File: src/logic/redriver_cfg_pkg.sv
/*
 * Shared constants and carrier types for the redriver configuration select logic.
 * Assumes four-level pins and the mode strap arrive already resolved to two-bit codes.
 */
package redriver_cfg_pkg;

    // Four-level pin states
    localparam logic [1:0] LVL_LOW   = 2'h0;
    localparam logic [1:0] LVL_RES   = 2'h1;
    localparam logic [1:0] LVL_OPEN  = 2'h2;
    localparam logic [1:0] LVL_HIGH  = 2'h3;

    // Mode strap codes
    localparam logic [1:0] STRAP_LOW   = 2'h0;
    localparam logic [1:0] STRAP_HIGH  = 2'h1;
    localparam logic [1:0] STRAP_FLOAT = 2'h2;

    // Applied configuration source
    localparam logic [1:0] MODE_PIN    = 2'h0;
    localparam logic [1:0] MODE_SLAVE  = 2'h1;
    localparam logic [1:0] MODE_MASTER = 2'h2;

    localparam int NUM_LANES = 4;

    // Register map: lane n at LANE_BASE + n * LANE_STRIDE
    localparam logic [7:0] LANE_BASE   = 8'h00;
    localparam logic [7:0] LANE_STRIDE = 8'h04;
    localparam logic [1:0] OFS_EQ      = 2'h0;
    localparam logic [1:0] OFS_SWING   = 2'h1;
    localparam logic [1:0] OFS_DEEMPH  = 2'h2;
    localparam logic [1:0] OFS_TERM    = 2'h3;
    localparam logic [7:0] ADDR_OVR    = 8'h10;
    localparam logic [7:0] ADDR_STATUS = 8'h11;

    // Override register fields
    localparam int OVR_IDLE_EN  = 0;
    localparam int OVR_IDLE_LSB = 1;

    // Reset values
    localparam logic [7:0] RST_EQ     = 8'h00;
    localparam logic [2:0] RST_SWING  = 3'h3;
    localparam logic [1:0] RST_DEEMPH = 2'h0;
    localparam logic       RST_TERM   = 1'b0;
    localparam logic [1:0] RST_IDLE   = 2'h0;

    // Swing codes: 0.6, 0.8, 0.9, 1.0, 1.1, 1.2 Vpp
    localparam logic [2:0] SW_0P6 = 3'h0;
    localparam logic [2:0] SW_0P8 = 3'h1;
    localparam logic [2:0] SW_0P9 = 3'h2;
    localparam logic [2:0] SW_1P0 = 3'h3;
    localparam logic [2:0] SW_1P1 = 3'h4;
    localparam logic [2:0] SW_1P2 = 3'h5;

    // De-emphasis codes: 0, -3.5, -6, -9 dB
    localparam logic [1:0] DM_0    = 2'h0;
    localparam logic [1:0] DM_3P5  = 2'h1;
    localparam logic [1:0] DM_6    = 2'h2;
    localparam logic [1:0] DM_9    = 2'h3;

    typedef struct packed {
        logic [1:0] eq_hi;
        logic [1:0] eq_lo;
        logic [1:0] dm_hi;
        logic [1:0] dm_lo;
    } side_pins_t;

    typedef struct packed {
        logic [7:0] equalizer_code;
        logic [2:0] output_swing;
        logic [1:0] deemph_level;
        logic       term_dis;
    } lane_cfg_t;

    typedef struct packed {
        logic [7:0] equalizer_code;
        logic [2:0] output_swing;
        logic [1:0] deemph_level;
    } side_setting_t;

endpackage : redriver_cfg_pkg

File: src/logic/pin_setting_decode.sv
/*
 * Turns one side's four-level equalizer and de-emphasis pins into settings.
 * Assumes the pin states are already resolved two-bit levels; purely combinational.
 */
`timescale 1ns/1ps
module pin_setting_decode (
    input  wire redriver_cfg_pkg::side_pins_t    pins,
    output redriver_cfg_pkg::side_setting_t      setting
);
    logic [3:0] eq_idx;
    logic [3:0] dm_idx;
    logic [4:0] sw_dm;

    assign eq_idx = {pins.eq_hi, pins.eq_lo};
    assign dm_idx = {pins.dm_hi, pins.dm_lo};

    always_comb
    begin
        case (eq_idx)
            4'h0:    setting.equalizer_code = 8'h00;
            4'h1:    setting.equalizer_code = 8'h01;
            4'h2:    setting.equalizer_code = 8'h02;
            4'h3:    setting.equalizer_code = 8'h03;
            4'h4:    setting.equalizer_code = 8'h07;
            4'h5:    setting.equalizer_code = 8'h15;
            4'h6:    setting.equalizer_code = 8'h0B;
            4'h7:    setting.equalizer_code = 8'h0F;
            4'h8:    setting.equalizer_code = 8'h55;
            4'h9:    setting.equalizer_code = 8'h1F;
            4'hA:    setting.equalizer_code = 8'h2F;
            4'hB:    setting.equalizer_code = 8'h3F;
            4'hC:    setting.equalizer_code = 8'hAA;
            4'hD:    setting.equalizer_code = 8'h7F;
            4'hE:    setting.equalizer_code = 8'hBF;
            default: setting.equalizer_code = 8'hFF;
        endcase
        // Swing follows the de-emphasis step so the inner eye stays usable
        case (dm_idx)
            4'h0:    sw_dm = {redriver_cfg_pkg::SW_0P6, redriver_cfg_pkg::DM_0};
            4'h1:    sw_dm = {redriver_cfg_pkg::SW_0P8, redriver_cfg_pkg::DM_0};
            4'h2:    sw_dm = {redriver_cfg_pkg::SW_0P8, redriver_cfg_pkg::DM_3P5};
            4'h3:    sw_dm = {redriver_cfg_pkg::SW_0P9, redriver_cfg_pkg::DM_0};
            4'h4:    sw_dm = {redriver_cfg_pkg::SW_0P9, redriver_cfg_pkg::DM_3P5};
            4'h5:    sw_dm = {redriver_cfg_pkg::SW_0P9, redriver_cfg_pkg::DM_6};
            4'h6:    sw_dm = {redriver_cfg_pkg::SW_1P0, redriver_cfg_pkg::DM_0};
            4'h7:    sw_dm = {redriver_cfg_pkg::SW_1P0, redriver_cfg_pkg::DM_3P5};
            4'h8:    sw_dm = {redriver_cfg_pkg::SW_1P0, redriver_cfg_pkg::DM_6};
            4'h9:    sw_dm = {redriver_cfg_pkg::SW_1P1, redriver_cfg_pkg::DM_0};
            4'hA:    sw_dm = {redriver_cfg_pkg::SW_1P1, redriver_cfg_pkg::DM_3P5};
            4'hB:    sw_dm = {redriver_cfg_pkg::SW_1P1, redriver_cfg_pkg::DM_6};
            4'hC:    sw_dm = {redriver_cfg_pkg::SW_1P2, redriver_cfg_pkg::DM_0};
            4'hD:    sw_dm = {redriver_cfg_pkg::SW_1P2, redriver_cfg_pkg::DM_3P5};
            4'hE:    sw_dm = {redriver_cfg_pkg::SW_1P2, redriver_cfg_pkg::DM_6};
            default: sw_dm = {redriver_cfg_pkg::SW_1P2, redriver_cfg_pkg::DM_9};
        endcase
        {setting.output_swing, setting.deemph_level} = sw_dm;
    end

endmodule : pin_setting_decode

File: src/logic/redriver_config_select.sv
/*
 * Configuration source select for a dual-side redriver: pins, slave registers or
 * EEPROM-loaded registers, chosen by the mode strap.
 * Assumes all inputs are synchronous to clk and four-level pins arrive as two-bit levels.
 * The EEPROM loader writes through the same register port as the slave interface.
 */
`timescale 1ns/1ps
module redriver_config_select #(
    parameter int LANES = redriver_cfg_pkg::NUM_LANES
) (
    input  wire logic                                   clk,
    input  wire logic                                   reset,
    input  wire logic                                   reset_pin,
    input  wire logic [1:0]                             mgmt_mode_strap,
    input  wire logic [1:0]                             idle_threshold_pin,
    input  wire redriver_cfg_pkg::side_pins_t           dside_pins,
    input  wire redriver_cfg_pkg::side_pins_t           sside_pins,
    input  wire logic [7:0]                             reg_addr,
    input  wire logic [7:0]                             reg_wdata,
    input  wire logic                                   reg_wr,
    input  wire logic                                   reg_rd,
    output redriver_cfg_pkg::lane_cfg_t [LANES-1:0]     lane_cfg,
    output logic [1:0]                                  idle_threshold,
    output logic [3:0]                                  slave_addr_inputs,
    output logic [1:0]                                  cfg_mode,
    output logic [7:0]                                  reg_rdata
);
    typedef struct packed {
        redriver_cfg_pkg::lane_cfg_t [LANES-1:0] regs;
        logic                                    ovr_idle;
        logic [1:0]                              idle_val;
        redriver_cfg_pkg::lane_cfg_t [LANES-1:0] out;
        logic [1:0]                              idle_out;
        logic [3:0]                              addr_out;
        logic [1:0]                              mode;
        logic [7:0]                              rdata;
    } state_t;

    state_t                          s_q;
    state_t                          s_d;
    redriver_cfg_pkg::side_setting_t side_set [2];

    function automatic logic lane_hit(input logic [7:0] addr, input int lane);
        logic [7:0] base;
        base = 8'(redriver_cfg_pkg::LANE_BASE + 8'(lane) * redriver_cfg_pkg::LANE_STRIDE);
        return addr[7:2] == base[7:2];
    endfunction : lane_hit

    function automatic redriver_cfg_pkg::lane_cfg_t lane_default();
        redriver_cfg_pkg::lane_cfg_t c;
        c.equalizer_code = redriver_cfg_pkg::RST_EQ;
        c.output_swing   = redriver_cfg_pkg::RST_SWING;
        c.deemph_level   = redriver_cfg_pkg::RST_DEEMPH;
        c.term_dis       = redriver_cfg_pkg::RST_TERM;
        return c;
    endfunction : lane_default

    // High half of a four-level pin reads as address one
    function automatic logic level_bit(input logic [1:0] lvl);
        return lvl[1];
    endfunction : level_bit

    pin_setting_decode u_dside (
        .pins    (dside_pins),
        .setting (side_set[0])
    );

    pin_setting_decode u_sside (
        .pins    (sside_pins),
        .setting (side_set[1])
    );

    always_comb
    begin
        logic pin_mode;
        logic slave_mode;
        logic clear_regs;
        int   side;
        pin_mode   = 1'b0;
        slave_mode = 1'b0;
        clear_regs = 1'b0;
        side       = 0;
        s_d        = s_q;

        pin_mode   = (mgmt_mode_strap == redriver_cfg_pkg::STRAP_LOW);
        slave_mode = (mgmt_mode_strap == redriver_cfg_pkg::STRAP_HIGH);
        case (mgmt_mode_strap)
            redriver_cfg_pkg::STRAP_LOW:   s_d.mode = redriver_cfg_pkg::MODE_PIN;
            redriver_cfg_pkg::STRAP_HIGH:  s_d.mode = redriver_cfg_pkg::MODE_SLAVE;
            default:                       s_d.mode = redriver_cfg_pkg::MODE_MASTER;
        endcase

        // Strap low holds the bank at defaults; the reset pin is ignored while high
        clear_regs = pin_mode || (reset_pin && !slave_mode);

        if (clear_regs)
        begin
            for (int n = 0; n < LANES; n++)
            begin
                s_d.regs[n] = lane_default();
            end
            s_d.ovr_idle = 1'b0;
            s_d.idle_val = redriver_cfg_pkg::RST_IDLE;
        end
        else if (reg_wr)
        begin
            for (int n = 0; n < LANES; n++)
            begin
                if (lane_hit(reg_addr, n))
                begin
                    case (reg_addr[1:0])
                        redriver_cfg_pkg::OFS_EQ:
                            s_d.regs[n].equalizer_code = reg_wdata;
                        redriver_cfg_pkg::OFS_SWING:
                            s_d.regs[n].output_swing = reg_wdata[2:0];
                        redriver_cfg_pkg::OFS_DEEMPH:
                            s_d.regs[n].deemph_level = reg_wdata[1:0];
                        default:
                            s_d.regs[n].term_dis = reg_wdata[0];
                    endcase
                end
            end
            if (reg_addr == redriver_cfg_pkg::ADDR_OVR)
            begin
                s_d.ovr_idle = reg_wdata[redriver_cfg_pkg::OVR_IDLE_EN];
                s_d.idle_val = reg_wdata[redriver_cfg_pkg::OVR_IDLE_LSB +: 2];
            end
        end

        // Applied settings: pins only in pin mode, registers otherwise
        for (int n = 0; n < LANES; n++)
        begin
            side = (n < LANES / 2) ? 0 : 1;
            if (pin_mode)
            begin
                s_d.out[n].equalizer_code = side_set[side].equalizer_code;
                s_d.out[n].output_swing   = side_set[side].output_swing;
                s_d.out[n].deemph_level   = side_set[side].deemph_level;
                s_d.out[n].term_dis       = redriver_cfg_pkg::RST_TERM;
            end
            else
            begin
                s_d.out[n] = s_q.regs[n];
            end
        end

        // Idle threshold pin stays live until overridden
        if (!pin_mode && s_q.ovr_idle)
        begin
            s_d.idle_out = s_q.idle_val;
        end
        else
        begin
            s_d.idle_out = idle_threshold_pin;
        end

        // Pins double as address straps only in slave mode
        if (slave_mode)
        begin
            s_d.addr_out = {level_bit(sside_pins.eq_hi), level_bit(sside_pins.eq_lo),
                            level_bit(dside_pins.eq_hi), level_bit(dside_pins.eq_lo)};
        end
        else
        begin
            s_d.addr_out = 4'h0;
        end

        s_d.rdata = 8'h00;
        if (reg_rd)
        begin
            for (int n = 0; n < LANES; n++)
            begin
                if (lane_hit(reg_addr, n))
                begin
                    case (reg_addr[1:0])
                        redriver_cfg_pkg::OFS_EQ:
                            s_d.rdata = s_q.regs[n].equalizer_code;
                        redriver_cfg_pkg::OFS_SWING:
                            s_d.rdata = {5'h00, s_q.regs[n].output_swing};
                        redriver_cfg_pkg::OFS_DEEMPH:
                            s_d.rdata = {6'h00, s_q.regs[n].deemph_level};
                        default:
                            s_d.rdata = {7'h00, s_q.regs[n].term_dis};
                    endcase
                end
            end
            if (reg_addr == redriver_cfg_pkg::ADDR_OVR)
            begin
                s_d.rdata = {5'h00, s_q.idle_val, s_q.ovr_idle};
            end
            if (reg_addr == redriver_cfg_pkg::ADDR_STATUS)
            begin
                s_d.rdata = {2'h0, s_q.idle_out, s_q.mode, mgmt_mode_strap};
            end
        end
    end

    // Power-up reset always restores defaults, whatever the strap
    always_ff @(posedge clk)
    begin
        if (reset)
        begin
            for (int n = 0; n < LANES; n++)
            begin
                s_q.regs[n] <= lane_default();
                s_q.out[n]  <= lane_default();
            end
            s_q.ovr_idle <= 1'b0;
            s_q.idle_val <= redriver_cfg_pkg::RST_IDLE;
            s_q.idle_out <= redriver_cfg_pkg::RST_IDLE;
            s_q.addr_out <= 4'h0;
            s_q.mode     <= redriver_cfg_pkg::MODE_PIN;
            s_q.rdata    <= 8'h00;
        end
        else
        begin
            s_q <= s_d;
        end
    end

    assign lane_cfg          = s_q.out;
    assign idle_threshold    = s_q.idle_out;
    assign slave_addr_inputs = s_q.addr_out;
    assign cfg_mode          = s_q.mode;
    assign reg_rdata         = s_q.rdata;

endmodule : redriver_config_select

File: config.mk
export PLATFORM = sky130hd
export DESIGN_NAME = redriver_config_select
export DESIGN_NICKNAME = d
export VERILOG_FILES = /design/src/logic/redriver_cfg_pkg.sv /design/src/logic/pin_setting_decode.sv /design/src/logic/redriver_config_select.sv
export SDC_FILE = /design/constraint.sdc
export NUM_CORES = 1
export LEC_CHECK = 0
export BUFFER_PORTS_ARGS = -buffer_cell sky130_fd_sc_hd__buf_2
export CAP_MARGIN = 20
export CORE_ASPECT_RATIO = 1.5
export CORE_UTILIZATION = 55
export CTS_BUF_LIST = sky130_fd_sc_hd__clkbuf_16
export DETAILED_ROUTE_END_ITERATION = 10
export GPL_ROUTABILITY_DRIVEN = 1
export PLACE_DENSITY = 0.83
export SYNTH_ARGS = -nofsm -noshare
export SYNTH_HDL_FRONTEND = slang
export SYNTH_HIERARCHICAL = 1
export SYNTH_SLANG_ARGS = --single-unit
File: constraint.sdc
create_clock -name clk -period 4.9 [get_ports clk]
set_clock_uncertainty 0.15 [all_clocks]
set_input_delay 1.47 -clock clk [delete_from_list [all_inputs] [get_ports clk]]
set_output_delay 1.47 -clock clk [all_outputs]
set_load 0.02 [all_outputs]
### After elaboration in Yosys (flattened, before gate mapping)

Memories as Yosys holds them, arrays and structs flattened.
Cells that the tools add are included.

| storage, ports and cells | value |
|---|---|
| flip-flop bits (word level) | 131 |
| bits in latches | 0 |
| bits in writable memories | 0 |
| ROM bits | 416 |
| input bits | 41 |
| memories | 4 |

| cells by class | value |
|---|---|
| $add $sub $neg | 0 |
| multiply operators | 0 |
| divide/modulo/power cells | 0 |
| $lt $le $gt $ge | 0 |
| equal/unequal tests | 8 |
| shifts and indexed selects | 0 |
| mux-type cells | 16 |
| bitwise logic cells | 3 |
| reduce and logical (&&, ||, !) cells | 31 |

Memories:

| name | depth | width | read ports | clocked after Yosys merged registers in | wr ports | line | RTL |
|---|---|---|---|---|---|---|---|
| (no name shown) | 16 | 8 | 1 | 0 | 0 | pin_setting_decode.sv:19 | `case (eq_idx)` |
| (no name shown) | 16 | 8 | 1 | 0 | 0 | pin_setting_decode.sv:19 |  |
| (no name shown) | 16 | 5 | 1 | 0 | 0 | pin_setting_decode.sv:38 | `case (dm_idx)` |
| (no name shown) | 16 | 5 | 1 | 0 | 0 | pin_setting_decode.sv:38 |  |

Operators by type and width:

| cell | count |
|---|---|
| $pmux 8 s3 | 4 |
| $mux 14 | 4 |
| $reduce_and 3->1 | 16 |
| $mux 8 | 4 |
| $eq 8x5->1 const B | 2 |
| $eq 6x2->1 const B | 2 |
| $mux 6 | 2 |
| $reduce_or 2->1 | 4 |
| $eq 6x1->1 const B | 1 |
| $logic_not 6->1 | 1 |
| $eq 2x1->1 const B | 2 |
| $logic_not 2->1 | 2 |
| $pmux 2 s2 | 1 |
| $reduce_or 4->1 | 1 |
| $not 1->1 | 3 |
| $reduce_or 3->1 | 1 |
| $eq 2x2->1 const B | 1 |
| $logic_and 1x1->1 | 2 |
| $logic_not 1->1 | 2 |
| $mux 2 | 1 |
| $reduce_and 2->1 | 1 |
| $logic_or 1x1->1 | 1 |

### Longest topological paths before layout

Gate-level depths: netlist of run 1.

| logic depth | value |
|---|---|
| depth after elaboration | 8 |
| depth in mapped cells | 7 |

### Cells and area by module

Netlist of run 1, hierarchy kept.

By module, submodules not included:

| module | times used | cells each | area each (µm²) | sequential area each (µm²) |
|---|---|---|---|---|
| redriver_config_select | 1 | 639 | 5,724.2 | 2,622.5 |
| pin_setting_decode (u_sside) | 1 | 47 | 315.3 | 0.0 |
| pin_setting_decode (u_dside) | 1 | 44 | 297.8 | 0.0 |

### Least setup slack after synthesis of run 1

No wires, ideal clock.

| timing | value |
|---|---|
| kind | input to register |
| from | input reg_addr[7] |
| to | register s_q[76] (netlist bit) |
| data arrival time | 2.716 ns |
| data required time | 4.622 ns |
| path slack | 1.906 ns |
| cell stages on the path | 4 |
| cells stage by stage | or4_4 > or4_4 > mux2i_1 > nor2_1 |

| on the way | value |
|---|---|
| longest elaborated chain between the ends | 2 |

Ends and longest elaborated chain:

| what | line | RTL |
|---|---|---|
| start: declaration | redriver_config_select.sv:18 | `input wire logic [7:0] reg_addr,` |
| $logic_not 6->1 | redriver_config_select.sv:46 | `return addr[7:2] == base[7:2];` |
| $reduce_and 3->1 (no source line) | n/a |  |
| end: declaration | redriver_config_select.sv:39 | `state_t s_q;` |

Every way passes these cells.
A chain may end at the register's enable or synchronous reset.

### Final worst setup path of run 1

| timing | value |
|---|---|
| from | input reg_addr[2] |
| to | register s_q[102] (netlist bit) |

| on the way | value |
|---|---|
| longest elaborated chain between the ends | 2 |

Ends and longest elaborated chain:

| what | line |
|---|---|
| $eq 6x1->1 | redriver_config_select.sv:46 |
| $reduce_and 3->1 (no source line) | n/a |

Every way passes these cells.

==> results of run 1 <==
per-stage QoR:
stage / hold slack, ns / utilization / power [mW]
finish: 0.314 / 0.625 / 2.55
global route: 0.348 / 0.625 / 2.63
CTS: 0.320 / 0.625 / 2.56
detailed placement: 0.309 / 0.572 / 1.32
global placement: 0.305 / 0.572 / 1.31
floorplan: 0.282 / - / 1.27
cell families after synthesis:
kind of cell	count (synthesis)	synth area share
simple gates	264	0.203
flops	131	0.414
xor+xnor	2	0.00276
compound gates	122	0.117
mux	67	0.113
buf+inv	134	0.130
fa+ha+maj	10	0.0197
power groups by stage:
stage               clock network, mW  logic, mW  registers (mW)
floorplan                           0      0.161            1.11
global placement                    0      0.202            1.11
detailed placement                  0      0.207            1.11
CTS                              1.27      0.208            1.09
global route                     1.32      0.227            1.09
finish                           1.26      0.210            1.09
how the worst max path moves through the flow:
stage                 from                    end  slack (ns)  cells past startpoint
2_1_floorplan  reg_addr[7]   s_q[76]$_SDFFE_PP0P_        1.91                      4
4_1_cts              reset   s_q[91]$_SDFFE_PP0P_        1.87                      5
3_5_place_dp         reset   s_q[88]$_SDFFE_PP0P_        1.45                      5
3_3_place_gp         reset   s_q[81]$_SDFFE_PP0P_        1.56                      5
6_report       reg_addr[2]  s_q[102]$_SDFFE_PP0P_        1.84                      5
5_1_grt              reset  s_q[104]$_SDFFE_PP0P_        1.65                      5
registers in the layout (all words and copies together) (netlist names):
name and count:
s_q 59, reg_rdata 8, slave_addr_inputs 4, idle_threshold 2
cfg_mode 2, lane_cfg 56
worst reg2reg max path, stage by stage (launching register included):
cell       delay, ns
dfxtp_1         0.40
and3b_1         0.17
o21ai_0         0.09
a32o_1          0.31
a2111oi_2       0.36
metal layers:
layer / GRT usage / vias to the layer above / wire [um]
met5: 0 / - / 0
met4: 0.165 / 0 / 852
met3: 0.0657 / 52 / 899
met2: 0.493 / 207 / 8350
met1: 0.296 / 2378 / 5820
li1: - / 2448 / -
cell type report:
type | count | area, sq um | share of cell area
Timing Repair Buffer | 117 | 598 | 0.0861
Inverter | 16 | 60.1 | 0.00865
Clock buffer | 17 | 425 | 0.0613
Multi-Input combinational cell | 465 | 2890 | 0.416
Clock inverter | 15 | 165 | 0.0238
Tap cell | 147 | 184 | 0.0265
Sequential cell | 131 | 2620 | 0.378
synth_stat cells, types with 4 or more instances:
| library cell | number | area, sq um |
|---|---|---|
| a21oi_1 | 71 | 355 |
| and2_1 | 10 | 62.6 |
| and3b_1 | 5 | 43.8 |
| buf_2 | 11 | 55.1 |
| buf_4 | 76 | 571 |
| clkbuf_1 | 25 | 93.8 |
| dfxtp_1 | 131 | 2620 |
| ha_1 | 10 | 125 |
| inv_1 | 16 | 60.1 |
| mux2_2 | 6 | 67.6 |
| mux2i_1 | 58 | 581 |
| nand2_1 | 113 | 424 |
| nand2b_1 | 8 | 50.1 |
| nand3_1 | 22 | 110 |
| nand4_1 | 5 | 31.3 |
| nor2_1 | 59 | 221 |
| nor2b_1 | 8 | 50.1 |
| nor3_1 | 8 | 40.0 |
| nor3_2 | 5 | 50.1 |
| nor3b_1 | 5 | 37.5 |
| o21ai_0 | 11 | 55.1 |
| o22ai_1 | 4 | 25.0 |
==> flow_summary.yaml, run 1 <==
synthesis:
  syn_area_sq_um: 6340
  yosysWarningCount: 6
  syn_avg_cell_area_sq_um: 8.68
  ys_ff_latch: 131
  synth_nets: 781
  synthCells: 730
  yosys.cell_types.count: 63
  synth_seq_area_share: 0.414
  async_flop_share: 0
  synth-edff-count: 0
  ys.flop_type: "dfxtp_1"
clock_tree:
  clock_latency_ns: 0.41
  cts-htree-levels: 4
  cts.sinks: 131
  clockBufferDepth: 2
  cts_tree: "done"
  cts_resized: 0
  cts_made_buffers: 17
  cts_setup_buffers: 0
  clkTransAtPathRegs_ns: 0.06
  cts-root-buf: "clkbuf_16"
  hold_buffers: 0
global_routing:
  grt_max_degree: 56
  antenna_found_initial: 0
  grt_pass1_wl_mm: 25.1
  grt_pass1_vias: 5012
  grt_use_total: 0.281
  grt_overflow: 0
timing:
  slew_headroom: 0.296
  rsz0062_at_grt: "false"
  setup_ws_ns: 1.84
  period_share: 0.624
  final_hold_viol_count: 0
  slew_violations: 0
  clock.fmax_ghz: 0.327
  setup_tns_ns: 0
  worstMarginPinSlew_ns: 1.05
  min_period_ns: 3.06
  finalSetupViolCount: 0
worst_setup_path:
  critical_path_required_ns: 5.03
  cp_num_buf_inv: 1
  cp_slowest_cell: "buf_2"
  r2r-start: "s_q[108]$_SDFFE_PP0P_"
  rr_endpoint: "reg_rdata[2]$_SDFF_PP0_"
  cp-start-kind: "input port"
  critical_path_class: "input port to flip-flop"
  reg2reg_depth: 4
  cp_top_family: "simple AND/OR/NAND/NOR gates"
  cp_max_fo: 29
  max_stage_delay_ns: 0.50
  end_kind: "flip-flop"
  worstPathArrival_ns: 3.18
  crit_chain: "buf_2 > nor2b_1 > nand3_1 > mux2i_1 > nor2_1"
  r2r_setup_slack_ns: 3.31
finish:
  antenna_cells: 0
  n_fill_cell: 948
  fin_nets: 799
  layout-drive-gt1-share: 0.227
  final_common_cell: "dfxtp_1"
  finalInstanceArea_sq_um: 6940
  final_cell_count_no_fill: 908
  syn2layout_area_growth_pct: 9.58
  final_cell_mix: "dfxtp_1 (131), nand2_1 (113), buf_2 (112), a21oi_1 (71), nor2_1 (59)"
power_and_ir_drop:
  pwr-share-seq: 0.425
  combPwrFrac: 0.082
  p_leak_nw: 2.99
  power.density_nw_per_um2: 368
  intPower_mw: 1.94
  pwr-share-clk: 0.493
  switchingPower_uw: 616
  ir_worst_vdd_uv: 232
  swShare: 0.241
drt:
  drc_errors: 0
  drt_wl_total_mm: 15.9
  vias: 5085
  drt_iter0_markers: 305
  wire_per_inst_um: 17.5
  ant_nets: 0
  first_pass_iters: 5
  post_drt_via_cell_ratio: 5.60
die:
  die_x_um: 89.6
  die_h_um: 133
  io_pins: 113
  dieArea_sq_um: 12000
  rows: 47
  start_util: 0.570
  coreArea_sq_um: 11100
placed_design:
  placed_cells: 876
  dp_hpwl_mm: 11.3
  dpl-instance-area_sq_um: 6350
  place_congestion: 0.963
  io_buffers: 112
  pre_cts_ws_ns: 1.45
outcome:
  status: "complete, no violations"
min_path:
  holdPathStages: 1
  hp-start: "cfg_mode[1]$_SDFF_PP0_"
  min_to: "reg_rdata[3]$_SDFF_PP0_"
  min_path_type: "flip-flop to flip-flop"
flow_run:
  maxCapViolCount: 0
(Power assumes the default switching activity.)
==> run 2: changes to the inputs <==
==> constraint.sdc (replaced) <==
create_clock -name clk -period 3.1 [get_ports clk]
set_clock_uncertainty 0.15 [all_clocks]
set_input_delay 0.93 -clock clk [delete_from_list [all_inputs] [get_ports clk]]
set_output_delay 0.93 -clock clk [all_outputs]
set_load 0.02 [all_outputs]
==> flow_summary.yaml, run 2 (same netlist as run 1, synthesis figures left out) <==
power_and_ir_drop:
  p_leak_nw: 3.05
  ir_worst_vdd_uv: 485
  power.density_nw_per_um2: 573
die:
  die_x_um: 89.6
  rows: 47
  dieArea_sq_um: 12000
  coreArea_sq_um: 11100
  die_h_um: 133
  io_pins: 113
  start_util: 0.570
finish:
  final_common_cell: "dfxtp_1"
  syn2layout_area_growth_pct: 10.6
  finalInstanceArea_sq_um: 7010
  largest_reg_flops: 59
  final_cell_mix: "dfxtp_1 (131), nand2_1 (113), buf_2 (112), a21oi_1 (71), nor2_1 (59)"
  largest-register: "s_q"
  fin_nets: 807
  layout-drive-gt1-share: 0.231
clock_tree:
  cts_setup_buffers: 0
  clock_latency_ns: 0.42
  clockBufferDepth: 2
  cts_resized: 0
  hold_buffers: 0
  cts_tree: "done"
  cts-htree-levels: 4
  cts.sinks: 131
  cts-root-buf: "clkbuf_16"
  clkTransAtPathRegs_ns: 0.05
  cts_made_buffers: 17
drt:
  first_pass_iters: 5
  drt_wl_total_mm: 16.4
  drt_iter0_markers: 344
  vias: 5204
  drc_errors: 0
  wire_per_inst_um: 17.9
  post_drt_via_cell_ratio: 5.68
  ant_nets: 0
global_routing:
  grt_max_degree: 56
  antenna_found_initial: 1
  grt_overflow: 0
  grt_pass1_vias: 5093
  grt_pass1_wl_mm: 25.8
  grt_use_total: 0.289
timing:
  worstMarginPinSlew_ns: 1.03
  slew_violations: 0
  slew_headroom: 0.315
  final_hold_viol_count: 0
  period_share: 0.790
  clock.fmax_ghz: 0.408
  finalSetupViolCount: 0
  min_period_ns: 2.45
  rsz0062_at_grt: "false"
  setup_tns_ns: 0
placed_design:
  io_buffers: 112
  dpl-instance-area_sq_um: 6430
  dp_hpwl_mm: 11.7
  place_congestion: 0.905
flow_run:
  maxCapViolCount: 0
worst_setup_path:
  critical_path_required_ns: 3.23
  end_kind: "flip-flop"
  cp_max_fo: 17
  cp-start-kind: "input port"
  worstPathArrival_ns: 2.58
  critical_path_class: "input port to flip-flop"
min_path:
  min_path_type: "flip-flop to flip-flop"
outcome:
  status: "complete, no violations"
[run 2: cell count changes in the layout (fill, tap and decap cells not counted)]
cell	change
diode_2	+1
inv_1	+5
clkinvlp_4	-2
buf_12	+1
clkinv_1	-2
inv_6	-1
buf_4	+7
[run 2: path summary, 6_finish.rpt]
check / cells after the start / end / start / slack [ns]
min: 1 / reg_rdata[4]$_SDFF_PP0_ / idle_threshold[0]$_SDFF_PP0_ / 0.31
max: 6 / s_q[87]$_SDFFE_PP0P_ / reg_addr[0] / 0.65
max reg2reg: 4 / reg_rdata[2]$_SDFF_PP0_ / s_q[94]$_SDFFE_PP0P_ / 1.48
min reg2reg: 1 / reg_rdata[4]$_SDFF_PP0_ / idle_threshold[0]$_SDFF_PP0_ / 0.31
[run 2: area by class of cell]
cell class | count | area, sq um
flip-flops and latches | 131 | 2620
repair buffers | 125 | 671
well taps | 147 | 184
inverters | 16 | 60.1
multi-input cells | 465 | 2890
clock inverters | 15 | 153
fillers | 959 | 4110
clock buffers | 17 | 425
diodes | 1 | 2.50
[run 2: metal layers]
| layer | part of all wire | GRT usage | vias up |
|---|---|---|---|
| met5 | 0 | 0 | - |
| met4 | 0.037 | 0.136 | 0 |
| met3 | 0.054 | 0.0669 | 41 |
| met2 | 0.54 | 0.516 | 225 |
| met1 | 0.37 | 0.311 | 2483 |
| li1 | - | - | 2455 |
[run 2: per-stage QoR]
| step | util | setup WS [ns] | instances | hold WS, ns | power, mW |
|---|---|---|---|---|---|
| 6_report | 0.630 | 0.651 | 917 | 0.305 | 4.01 |
| 5_1_grt | 0.630 | 0.460 | 917 | 0.332 | 4.14 |
| 4_1_cts | 0.630 | 0.660 | 916 | 0.310 | 4.02 |
| 3_5_place_dp | 0.578 | 0.293 | 884 | 0.302 | 2.09 |
| 3_3_place_gp | 0.578 | 0.304 | 884 | 0.301 | 2.08 |
| 2_1_floorplan | - | 0.646 | 730 | 0.282 | 2.01 |
[run 2: report_power, final]
part	internal (mW)	total [mW]	switching (mW)
Clock	1.24	1.96	0.715
Sequential	1.71	1.72	0.00665
Combinational	0.109	0.341	0.232
[run 2: worst max-delay path, stage by stage]
cell and delay, ns:
buf_2 0.22, nor3b_1 0.44, buf_12 0.19, nand3_1 0.40, mux2i_1 0.34, nor2_1 0.07
